[config.mk]
export PLATFORM = sky130hd
export DESIGN_NAME = uc_top
export DESIGN_NICKNAME = d
export VERILOG_FILES = /design/src/uc_pkg.sv /design/src/uc_top.sv /design/src/uc_clkgen.sv /design/src/uc_baud.sv
export VERILOG_INCLUDE_DIRS = /design/src
export SDC_FILE = /design/constraint.sdc
export NUM_CORES = 1
export LEC_CHECK = 0
export BUFFER_PORTS_ARGS = -buffer_cell sky130_fd_sc_hd__buf_2
export CAP_MARGIN = 20
export CORE_ASPECT_RATIO = 1.4
export CORE_MARGIN = 3
export CORE_UTILIZATION = 40
export CTS_CLUSTER_SIZE = 8
export DETAILED_ROUTE_END_ITERATION = 7
export SYNTH_ARGS = -nofsm -noshare
export SYNTH_HDL_FRONTEND = slang
export SYNTH_SLANG_ARGS = --single-unit
[constraint.sdc]
create_clock -name clk -period 3.83 [get_ports clk]
set_clock_uncertainty 0.05 [all_clocks]
set_input_delay 0.383 -clock clk [delete_from_list [all_inputs] [get_ports clk]]
set_output_delay 0.383 -clock clk [all_outputs]
set_load 0.02 [all_outputs]
[src/uc_regs.svh]
// Register addresses, field positions, reset values and fixed counts for the serial port config block
`ifndef UC_REGS_SVH
`define UC_REGS_SVH

// ****************************************
// Register addresses
// ****************************************
`define UC_ADDR_CTL 16'h4104
`define UC_ADDR_EXP 16'h4105
`define UC_ADDR_BR 16'h4106
`define UC_ADDR_FMD 16'h4107
`define UC_ADDR_IRQ_ST 16'h4108
`define UC_ADDR_IRQ_MSK 16'h4109
`define UC_ADDR_CLK 16'h506C

// ****************************************
// Writable bit masks, reserved bits read zero
// ****************************************
`define UC_MASK_CTL 8'h33
`define UC_MASK_EXP 8'h01
`define UC_MASK_BR 8'hFF
`define UC_MASK_FMD 8'h0F
`define UC_MASK_CLK 8'h3D
`define UC_MASK_IRQ 8'h03

// ****************************************
// Reset values
// ****************************************
`define UC_RST_BYTE 8'h00
`define UC_RST_NIB 4'h0
`define UC_RST_SRC 2'h0
`define UC_RST_DIV 2'h0
`define UC_RST_STAGE 3'h0

// ****************************************
// Field positions
// ****************************************
`define UC_CTL_PORT_EN 0
`define UC_CTL_RX_THR 1
`define UC_CTL_TX_IEN 4
`define UC_CTL_RX_IEN 5
`define UC_EXP_IR 0
`define UC_CLK_GATE 0
`define UC_CLK_SRC_LO 2
`define UC_CLK_SRC_HI 3
`define UC_CLK_DIV_LO 4
`define UC_CLK_DIV_HI 5
`define UC_IRQ_TX 0
`define UC_IRQ_RX 1

// ****************************************
// Codes and counts
// ****************************************
`define UC_SRC_FAST 2'h0
`define UC_SRC_SLOW 2'h1
`define UC_SRC_EXT 2'h3
`define UC_RX_ONE 2'h1
`define UC_RX_TWO 2'h2
`define UC_PHASE_LAST 4'hF
`define UC_IR_PULSE_PHASES 4'h3
`define UC_SYN_FAST 0
`define UC_SYN_SLOW 1
`define UC_SYN_EXT 2

`endif

[src/uc_pkg.sv]
// Shared types of the serial port config block
package uc_pkg;
  typedef logic [7:0] uc_byte_t;
  typedef logic [1:0] uc_src_t;
  typedef logic [3:0] uc_phase_t;
endpackage

[src/uc_top.sv]
// Serial port configuration registers, interrupt requests, line coding and baud timing
`timescale 1ns/1ns
`include "uc_regs.svh"

// Contract
// - Receive-full request only while its enable set
// - Transmit-empty request only while its enable set
// - Threshold bit: fire at two bytes, else one
// - Port runs only while enable bit set
// - Infrared bit selects pulse line coding
// - Eight-bit divisor sets baud underflow period
// - Trim inserts extra delays per 16 underflows
// - Source field: fast, slow, reserved, external
// - Fast source divided by 1, 2, 4, 8
// - Gate bit passes port clock only when set
module uc_top (
  input wire logic clk,
  input wire logic arst_n,
  input wire logic [15:0] bus_addr,
  input wire uc_pkg::uc_byte_t bus_wdata,
  input wire logic bus_we,
  input wire logic bus_re,
  output uc_pkg::uc_byte_t bus_rdata,
  input wire logic fast_oscillator,
  input wire logic slow_oscillator,
  input wire logic ext_clock,
  input wire logic [1:0] rx_count,
  input wire logic tx_buf_empty,
  input wire logic tx_line,
  input wire logic rx_pin,
  output logic irq,
  output logic rx_full_req,
  output logic tx_empty_req,
  output logic bit_tick,
  output logic port_active,
  output logic infrared_mode,
  output logic tx_pin,
  output logic rx_line
);

  // ****************************************
  // Declarations
  // ****************************************
  uc_pkg::uc_byte_t ctl_r;
  uc_pkg::uc_byte_t exp_r;
  uc_pkg::uc_byte_t br_r;
  uc_pkg::uc_byte_t fmd_r;
  uc_pkg::uc_byte_t clk_r;
  uc_pkg::uc_byte_t irq_st_r;
  uc_pkg::uc_byte_t irq_msk_r;
  uc_pkg::uc_byte_t rdata_r;
  uc_pkg::uc_byte_t rdata_nxt;
  uc_pkg::uc_byte_t irq_st_nxt;
  uc_pkg::uc_byte_t irq_clr;
  uc_pkg::uc_byte_t irq_set;
  logic rx_full_req_r;
  logic tx_empty_req_r;
  logic rx_full_req_nxt;
  logic tx_empty_req_nxt;
  logic irq_r;
  logic irq_nxt;
  logic tx_pin_r;
  logic tx_pin_nxt;
  logic rx_line_r;
  logic rx_line_nxt;
  logic rx_sync1_r;
  logic rx_sync2_r;
  logic ir_low_seen_r;
  logic ir_low_seen_nxt;
  logic port_tick;
  logic baud_bit_tick;
  uc_pkg::uc_phase_t baud_phase;

  logic hit_ctl;
  logic hit_exp;
  logic hit_br;
  logic hit_fmd;
  logic hit_clk;
  logic hit_st;
  logic hit_msk;

  logic port_enable;
  logic rx_irq_threshold;
  logic tx_empty_irq_enable;
  logic rx_full_irq_enable;
  logic ir_on;
  uc_pkg::uc_src_t port_clock_source;
  logic [1:0] port_clock_divider;
  logic port_clock_gate;
  logic rx_level_met;
  logic ir_pulse_window;

  // ****************************************
  // Helpers
  // ****************************************
  function automatic logic reg_hit(input logic [15:0] addr, input logic [15:0] target);
    reg_hit = (addr == target);
  endfunction

  // Writes keep only the implemented bits
  function automatic uc_pkg::uc_byte_t masked(input uc_pkg::uc_byte_t data, input uc_pkg::uc_byte_t mask);
    masked = data & mask;
  endfunction

  // ****************************************
  // Address decode
  // ****************************************
  assign hit_ctl = reg_hit(bus_addr, `UC_ADDR_CTL);
  assign hit_exp = reg_hit(bus_addr, `UC_ADDR_EXP);
  assign hit_br = reg_hit(bus_addr, `UC_ADDR_BR);
  assign hit_fmd = reg_hit(bus_addr, `UC_ADDR_FMD);
  assign hit_clk = reg_hit(bus_addr, `UC_ADDR_CLK);
  assign hit_st = reg_hit(bus_addr, `UC_ADDR_IRQ_ST);
  assign hit_msk = reg_hit(bus_addr, `UC_ADDR_IRQ_MSK);

  // ****************************************
  // Register fields
  // ****************************************
  assign port_enable = ctl_r[`UC_CTL_PORT_EN];
  assign rx_irq_threshold = ctl_r[`UC_CTL_RX_THR];
  assign tx_empty_irq_enable = ctl_r[`UC_CTL_TX_IEN];
  assign rx_full_irq_enable = ctl_r[`UC_CTL_RX_IEN];
  assign ir_on = exp_r[`UC_EXP_IR];
  assign port_clock_source = clk_r[`UC_CLK_SRC_HI:`UC_CLK_SRC_LO];
  assign port_clock_divider = clk_r[`UC_CLK_DIV_HI:`UC_CLK_DIV_LO];
  assign port_clock_gate = clk_r[`UC_CLK_GATE];

  // ****************************************
  // Read path
  // ****************************************
  // Unmapped addresses and reserved bits answer zero
  assign rdata_nxt = !bus_re ? `UC_RST_BYTE :
                     hit_ctl ? ctl_r :
                     hit_exp ? exp_r :
                     hit_br ? br_r :
                     hit_fmd ? fmd_r :
                     hit_clk ? clk_r :
                     hit_st ? irq_st_r :
                     hit_msk ? irq_msk_r : `UC_RST_BYTE;

  // ****************************************
  // Interrupt requests
  // ****************************************
  assign rx_level_met = rx_irq_threshold ? (rx_count >= `UC_RX_TWO) : (rx_count >= `UC_RX_ONE);
  assign rx_full_req_nxt = port_enable & rx_full_irq_enable & rx_level_met;
  assign tx_empty_req_nxt = port_enable & tx_empty_irq_enable & tx_buf_empty;

  // Sticky bits catch the rising edge of each request, so a level that stays high is seen once
  assign irq_set = {6'h00, rx_full_req_nxt & ~rx_full_req_r, tx_empty_req_nxt & ~tx_empty_req_r};
  assign irq_clr = (bus_we && hit_st) ? masked(bus_wdata, `UC_MASK_IRQ) : `UC_RST_BYTE;
  // Set wins over a clear in the same cycle
  assign irq_st_nxt = (irq_st_r & ~irq_clr) | irq_set;
  assign irq_nxt = |(irq_st_nxt & irq_msk_r);

  // ****************************************
  // Line coding
  // ****************************************
  // A zero bit goes out as a short high pulse in the first phases of the bit
  assign ir_pulse_window = (baud_phase < `UC_IR_PULSE_PHASES);
  assign tx_pin_nxt = !port_enable ? !ir_on :
                      ir_on ? (!tx_line && ir_pulse_window) : tx_line;
  // A received pulse marks the whole bit as zero until the next bit boundary
  assign ir_low_seen_nxt = (!port_enable || !ir_on) ? 1'b0 :
                           rx_sync2_r ? 1'b1 :
                           baud_bit_tick ? 1'b0 : ir_low_seen_r;
  assign rx_line_nxt = !port_enable ? 1'b1 :
                       ir_on ? !(ir_low_seen_r || rx_sync2_r) : rx_sync2_r;

  // ****************************************
  // Register storage
  // ****************************************
  always_ff @(posedge clk or negedge arst_n) begin
    if (!arst_n) begin
      ctl_r <= `UC_RST_BYTE;
      exp_r <= `UC_RST_BYTE;
      br_r <= `UC_RST_BYTE;
      fmd_r <= `UC_RST_BYTE;
      clk_r <= `UC_RST_BYTE;
      irq_msk_r <= `UC_RST_BYTE;
    end else if (bus_we) begin
      if (hit_ctl) begin
        ctl_r <= masked(bus_wdata, `UC_MASK_CTL);
      end
      if (hit_exp) begin
        exp_r <= masked(bus_wdata, `UC_MASK_EXP);
      end
      if (hit_br) begin
        br_r <= masked(bus_wdata, `UC_MASK_BR);
      end
      if (hit_fmd) begin
        fmd_r <= masked(bus_wdata, `UC_MASK_FMD);
      end
      if (hit_clk) begin
        clk_r <= masked(bus_wdata, `UC_MASK_CLK);
      end
      if (hit_msk) begin
        irq_msk_r <= masked(bus_wdata, `UC_MASK_IRQ);
      end
    end
  end

  // ****************************************
  // Status, read data and output flops
  // ****************************************
  always_ff @(posedge clk or negedge arst_n) begin
    if (!arst_n) begin
      irq_st_r <= `UC_RST_BYTE;
      irq_r <= 1'b0;
      rx_full_req_r <= 1'b0;
      tx_empty_req_r <= 1'b0;
      rdata_r <= `UC_RST_BYTE;
    end else begin
      irq_st_r <= irq_st_nxt;
      irq_r <= irq_nxt;
      rx_full_req_r <= rx_full_req_nxt;
      tx_empty_req_r <= tx_empty_req_nxt;
      rdata_r <= rdata_nxt;
    end
  end

  // ****************************************
  // Pin flops
  // ****************************************
  // Pin idles high in plain mode; in pulse mode the idle level is low
  always_ff @(posedge clk or negedge arst_n) begin
    if (!arst_n) begin
      rx_sync1_r <= 1'b1;
      rx_sync2_r <= 1'b1;
      ir_low_seen_r <= 1'b0;
      tx_pin_r <= 1'b1;
      rx_line_r <= 1'b1;
    end else begin
      rx_sync1_r <= rx_pin;
      rx_sync2_r <= rx_sync1_r;
      ir_low_seen_r <= ir_low_seen_nxt;
      tx_pin_r <= tx_pin_nxt;
      rx_line_r <= rx_line_nxt;
    end
  end

  // ****************************************
  // Clock source and baud timing
  // ****************************************
  uc_clkgen u_clkgen (
    .clk(clk),
    .arst_n(arst_n),
    .fast_oscillator(fast_oscillator),
    .slow_oscillator(slow_oscillator),
    .ext_clock(ext_clock),
    .port_clock_source(port_clock_source),
    .port_clock_divider(port_clock_divider),
    .port_clock_gate(port_clock_gate),
    .port_tick_r(port_tick)
  );

  // The counter is held at reload while the port is off, so enabling starts a clean bit
  uc_baud u_baud (
    .clk(clk),
    .arst_n(arst_n),
    .run(port_enable),
    .port_tick(port_tick),
    .baud_divisor_value(br_r),
    .fine_trim_count(fmd_r[3:0]),
    .bit_tick_r(baud_bit_tick),
    .phase_r(baud_phase)
  );

  // ****************************************
  // Outputs
  // ****************************************
  assign bus_rdata = rdata_r;
  assign irq = irq_r;
  assign rx_full_req = rx_full_req_r;
  assign tx_empty_req = tx_empty_req_r;
  assign bit_tick = baud_bit_tick;
  assign port_active = port_enable;
  assign infrared_mode = ir_on;
  assign tx_pin = tx_pin_r;
  assign rx_line = rx_line_r;

endmodule

[src/uc_clkgen.sv]
// Port clock selection, fast oscillator divider and gate, producing one tick per rising edge of the selected, divided source
`timescale 1ns/1ns
`include "uc_regs.svh"
module uc_clkgen (
  input wire logic clk,
  input wire logic arst_n,
  input wire logic fast_oscillator,
  input wire logic slow_oscillator,
  input wire logic ext_clock,
  input wire uc_pkg::uc_src_t port_clock_source,
  input wire logic [1:0] port_clock_divider,
  input wire logic port_clock_gate,
  output logic port_tick_r
);
  logic [2:0] sync1_r;
  logic [2:0] sync2_r;
  logic [2:0] last_r;
  logic [2:0] div_cnt_r;
  logic [2:0] rise;
  logic fast_pass;
  logic sel_tick;
  logic port_tick_nxt;

  function automatic logic [2:0] div_mask(input logic [1:0] code);
    div_mask = 3'((4'h1 << code) - 4'h1);
  endfunction

  // Sources are asynchronous to clk, so only the second stage is looked at
  assign rise = sync2_r & ~last_r;
  assign fast_pass = rise[`UC_SYN_FAST] && ((div_cnt_r & div_mask(port_clock_divider)) == `UC_RST_STAGE);
  assign sel_tick = (port_clock_source == `UC_SRC_FAST) ? fast_pass :
                    (port_clock_source == `UC_SRC_SLOW) ? rise[`UC_SYN_SLOW] :
                    (port_clock_source == `UC_SRC_EXT) ? rise[`UC_SYN_EXT] : 1'b0;
  assign port_tick_nxt = sel_tick & port_clock_gate;

  always_ff @(posedge clk or negedge arst_n) begin
    if (!arst_n) begin
      sync1_r <= `UC_RST_STAGE;
      sync2_r <= `UC_RST_STAGE;
      last_r <= `UC_RST_STAGE;
      div_cnt_r <= `UC_RST_STAGE;
      port_tick_r <= 1'b0;
    end else begin
      sync1_r <= {ext_clock, slow_oscillator, fast_oscillator};
      sync2_r <= sync1_r;
      last_r <= sync2_r;
      div_cnt_r <= rise[`UC_SYN_FAST] ? div_cnt_r + 3'h1 : div_cnt_r;
      port_tick_r <= port_tick_nxt;
    end
  end
endmodule

[src/uc_baud.sv]
// Baud counter with divisor reload and fine trim delays spread over each 16-underflow span
`timescale 1ns/1ns
`include "uc_regs.svh"
module uc_baud (
  input wire logic clk,
  input wire logic arst_n,
  input wire logic run,
  input wire logic port_tick,
  input wire uc_pkg::uc_byte_t baud_divisor_value,
  input wire logic [3:0] fine_trim_count,
  output logic bit_tick_r,
  output uc_pkg::uc_phase_t phase_r
);
  uc_pkg::uc_byte_t cnt_r;
  logic [3:0] acc_r;
  logic delay_r;
  logic underflow;
  logic [4:0] acc_sum;

  assign underflow = port_tick && !delay_r && (cnt_r == `UC_RST_BYTE);
  // Accumulating the trim spreads the extra cycles evenly instead of bunching them
  assign acc_sum = {1'b0, acc_r} + {1'b0, fine_trim_count};

  always_ff @(posedge clk or negedge arst_n) begin
    if (!arst_n) begin
      cnt_r <= `UC_RST_BYTE;
      acc_r <= `UC_RST_NIB;
      delay_r <= 1'b0;
      phase_r <= `UC_RST_NIB;
      bit_tick_r <= 1'b0;
    end else if (!run) begin
      cnt_r <= baud_divisor_value;
      acc_r <= `UC_RST_NIB;
      delay_r <= 1'b0;
      phase_r <= `UC_RST_NIB;
      bit_tick_r <= 1'b0;
    end else begin
      bit_tick_r <= underflow && (phase_r == `UC_PHASE_LAST);
      if (port_tick && delay_r) begin
        delay_r <= 1'b0;
      end else if (underflow) begin
        cnt_r <= baud_divisor_value;
        acc_r <= acc_sum[3:0];
        delay_r <= acc_sum[4];
        phase_r <= phase_r + 4'h1;
      end else if (port_tick) begin
        cnt_r <= cnt_r - 8'h01;
      end
    end
  end
endmodule

==> results.py <==
metrics = {
    "route": {
        "vias": 2507,
        "drt-vias-per-instance": 5.50,
        "wirelength_um": 7670,
        "drt-initial-drc-count": 162,
        "drt-pass1-iter-count": 4,
        "drc": 0,
        "ant_nets": 0,
        "wl_per_cell_um": 16.8,
    },
    "cells_and_area": {
        "fillCellCount": 769,
        "num_antenna_cells": 0,
        "layout-area-overhead-vs-synth_pct": 18.8,
        "layout-drive-gt1-share_pct": 33.1,
        "finalInstanceArea_um2": 4150,
        "seqCellArea_um2": 1830,
        "num-nets-final": 393,
        "multiInputGateArea_um2": 1600,
    },
    "synth": {
        "ys.flop_type": "dfrtp_1",
        "syn_area_um2": 3500,
        "synth-edff-count": 0,
        "ys_ff_latch": 73,
        "synthSimpleGateAreaFrac_pct": 18.9,
        "synth_top_cell_by_area": "dfrtp_1",
        "synth_top_family_by_area": "simple AND/OR/NAND/NOR gates",
        "synth-seq-area-share_pct": 52.4,
        "netlist_top_cells_count": "69 x dfrtp_1, 22 x mux2_2, 20 x nor2_1",
        "syn_nets": 337,
        "yosysWarnings": 0,
        "synth_top_area_share_pct": 49.4,
        "synth-xor-area-share_pct": 2.00,
        "async_flop_share_pct": 100,
        "synthAdderAreaFrac_pct": 3.08,
        "synth.avg_cell_area_um2": 11.9,
        "syn_inst": 293,
        "yosysMostFrequentCell": "dfrtp_1",
        "synth_mux_area_share_pct": 11.3,
        "synth_cell_type_count": 57,
        "yosys-top-cells-area": "dfrtp_1 49%, mux2_2 7.1%, dfstp_2 3.0%",
        "synth_compound_area_share_pct": 10.5,
    },
    "global_routing": {
        "globalRouteMet3Util_pct": 4.30,
        "grt_max_degree": 32,
        "antenna_found_initial": 0,
        "grt_util_met2_pct": 28.3,
        "met1_usage_pct": 19.6,
        "busiest_layer": "met2",
        "overflow": 0,
        "grt_pass1_wl_um": 12600,
        "track_usage_pct": 16.7,
        "grt_pass1_vias": 2539,
    },
    "clock_tree": {
        "cts_tree": "done",
        "cts_hold_buffers": 0,
        "postCtsSetupRepairBufs": 0,
        "root_buffer": "clkbuf_16",
        "postCtsResizedCells": 0,
        "cts.sinks": 73,
        "cts_buffer_depth": 2,
        "clk_latency_ns": 0.34,
        "cts.htree.levels": 3,
        "clk_pin_slew_ns": 0.06,
        "cts_made_buffers": 9,
    },
    "timing": {
        "fin_ws_ns": 1.39,
        "final-max-slew-violation-count": 0,
        "worst_pin_slew_ns": 0.982,
        "hold_viol": 0,
        "fin_crit_sh_pct": 63.8,
        "relSlewSlack_pct": 34.3,
        "setup-violations-final": 0,
        "setup_tns_ns": 0,
        "grt_setup_unrepaired": "no",
        "min_period_ns": 2.44,
        "fmax_mhz": 409,
    },
    "flow_run": {
        "max_cap_violations": 0,
    },
    "pwr": {
        "p_leak_nw": 2.01,
        "peakVddDrop_uv": 287,
        "cellPowerDensity_nw_per_um2": 420,
    },
    "floorplanning": {
        "ios": 52,
        "die_h_um": 117,
        "initial_utilization_pct": 41.9,
        "die_area_um2": 9910,
        "row_count": 39,
        "fp.dieW_um": 85.0,
        "core_um2": 8340,
    },
    "setup_path": {
        "required_ns": 4.00,
        "reg2reg_depth": 4,
        "end_kind": "register",
        "startpoint_type": "register",
        "r2r-end": "u_baud.cnt_r[0]",
        "rrSetupSlack_ns": 1.39,
        "worst-setup-path-type": "reg -> reg",
        "arrival_ns": 2.62,
        "reg2reg_from": "ctl_r[0]",
        "slowest_stage": "a31oi_1",
        "crit_fanout": 16,
        "crit_path_max_incr_delay_ns": 0.82,
        "worstPathCellList": "inv_1, a31oi_1, nor3b_1, a311o_1",
    },
    "place": {
        "dpl_worst_slack_ns": 1.42,
        "io_buffers": 51,
        "gp_congestion": 0.752,
        "place_area_um2": 3860,
        "hpwl_um": 5620,
    },
    "run_status": {
        "status": "finished, final reports clean",
    },
    "hold_path": {
        "hold_path_class": "in -> async",
    },
}
[critical path, delay by kind of cell (launching register included)]
kind | cells | cell delay, ns
AOI/OAI and AO/OA | 2 | 1.13
DFF | 1 | 0.64
and+or+nand+nor | 1 | 0.14
buffers and inverters | 1 | 0.37
[final cells by class]
cell class | instances | area share, %
inverter | 8 | 0.723
tap | 102 | 3.07
timing repair buffer | 53 | 6.51
clock inverter | 7 | 1.69
multi-input combinational | 204 | 38.5
sequential | 73 | 44.1
clock buffer | 9 | 5.42
[kinds of logic (layout without fill, tap and decap cells)]
kind of cell / Yosys count / count (layout)
fa+ha+maj: 8 / 8
simple gates: 101 / 101
xor+xnor: 8 / 8
mux: 33 / 33
flops: 73 / 73
buf+inv: 16 / 77
compound gates: 54 / 54
[registers in the layout, summed over array words and instances, names as in the netlist, 2 cells and up]
register,cells
br_r,8
bus_rdata,8
u_baud.cnt_r,8
clk_r,5
ctl_r,4
fmd_r,4
u_baud.acc_r,4
u_baud.phase_r,4
u_clkgen.div_cnt_r,3
u_clkgen.last_r,3
u_clkgen.sync1_r,3
u_clkgen.sync2_r,3
irq_msk_r,2
irq_st_r,2
[worst max path at each step]
stage / from / to / slack (ns)
floorplan: u_baud.cnt_r[0] / u_baud.delay_r / 2.04
global placement: ctl_r[0] / u_baud.cnt_r[0] / 1.50
detailed placement: ctl_r[0] / u_baud.cnt_r[0] / 1.42
CTS: ctl_r[0] / u_baud.cnt_r[0] / 1.39
global route: ctl_r[0] / u_baud.cnt_r[0] / 1.17
finish: ctl_r[0] / u_baud.cnt_r[0] / 1.39
[cells in the final DEF (no fill, tap or decap), types with 2 or more instances in the layout]
cell type,Yosys,layout
dfrtp_1,69,69
buf_2,4,51
mux2_2,22,22
nor2_1,20,20
nand2_1,16,16
a21oi_1,13,13
o21ai_0,10,10
clkbuf_16,0,9
inv_1,8,8
nand3_1,8,8
nor2b_1,7,7
nand4_1,7,7
ha_1,7,7
nand2b_1,6,6
a21o_1,6,6
mux2i_1,5,5
nor3_1,5,5
and3_1,5,5
a211oi_1,5,5
xor2_1,5,5
mux2_4,5,5
dfstp_2,4,4
o22ai_1,3,3
a22oi_1,3,3
xnor2_1,3,3
clkinv_2,0,3
nor4b_4,2,2
nor4_4,2,2
nor3b_1,2,2
and3b_1,2,2
and2_1,2,2
nor4b_1,2,2
a221o_1,2,2
nand4_2,2,2
o31ai_1,2,2
a31oi_1,2,2
a2bb2oi_1,2,2
buf_4,0,2
[power breakdown]
group | switching, mW | internal (mW)
Sequential | 0.0167 | 0.796
Combinational | 0.0518 | 0.0430
Clock | 0.332 | 0.504
[metrics by stage]
step	hold WS, ns	utilization, %	total power [mW]	instances
finish	0.0229	49.8	1.74	456
global route	0.0780	49.8	1.81	456
CTS	0.0493	49.8	1.76	456
detailed placement	0.286	46.2	0.924	440
global placement	0.290	46.2	0.919	440
floorplan	0.0374	-	0.867	293
[layer usage]
metal	share of wire, %	wire [µm]
met1	42	3220
met5	0	0
met4	3.2	245
met2	51	3890
met3	4.0	309
No activity file was read; power rests on OpenSTA's default activity.
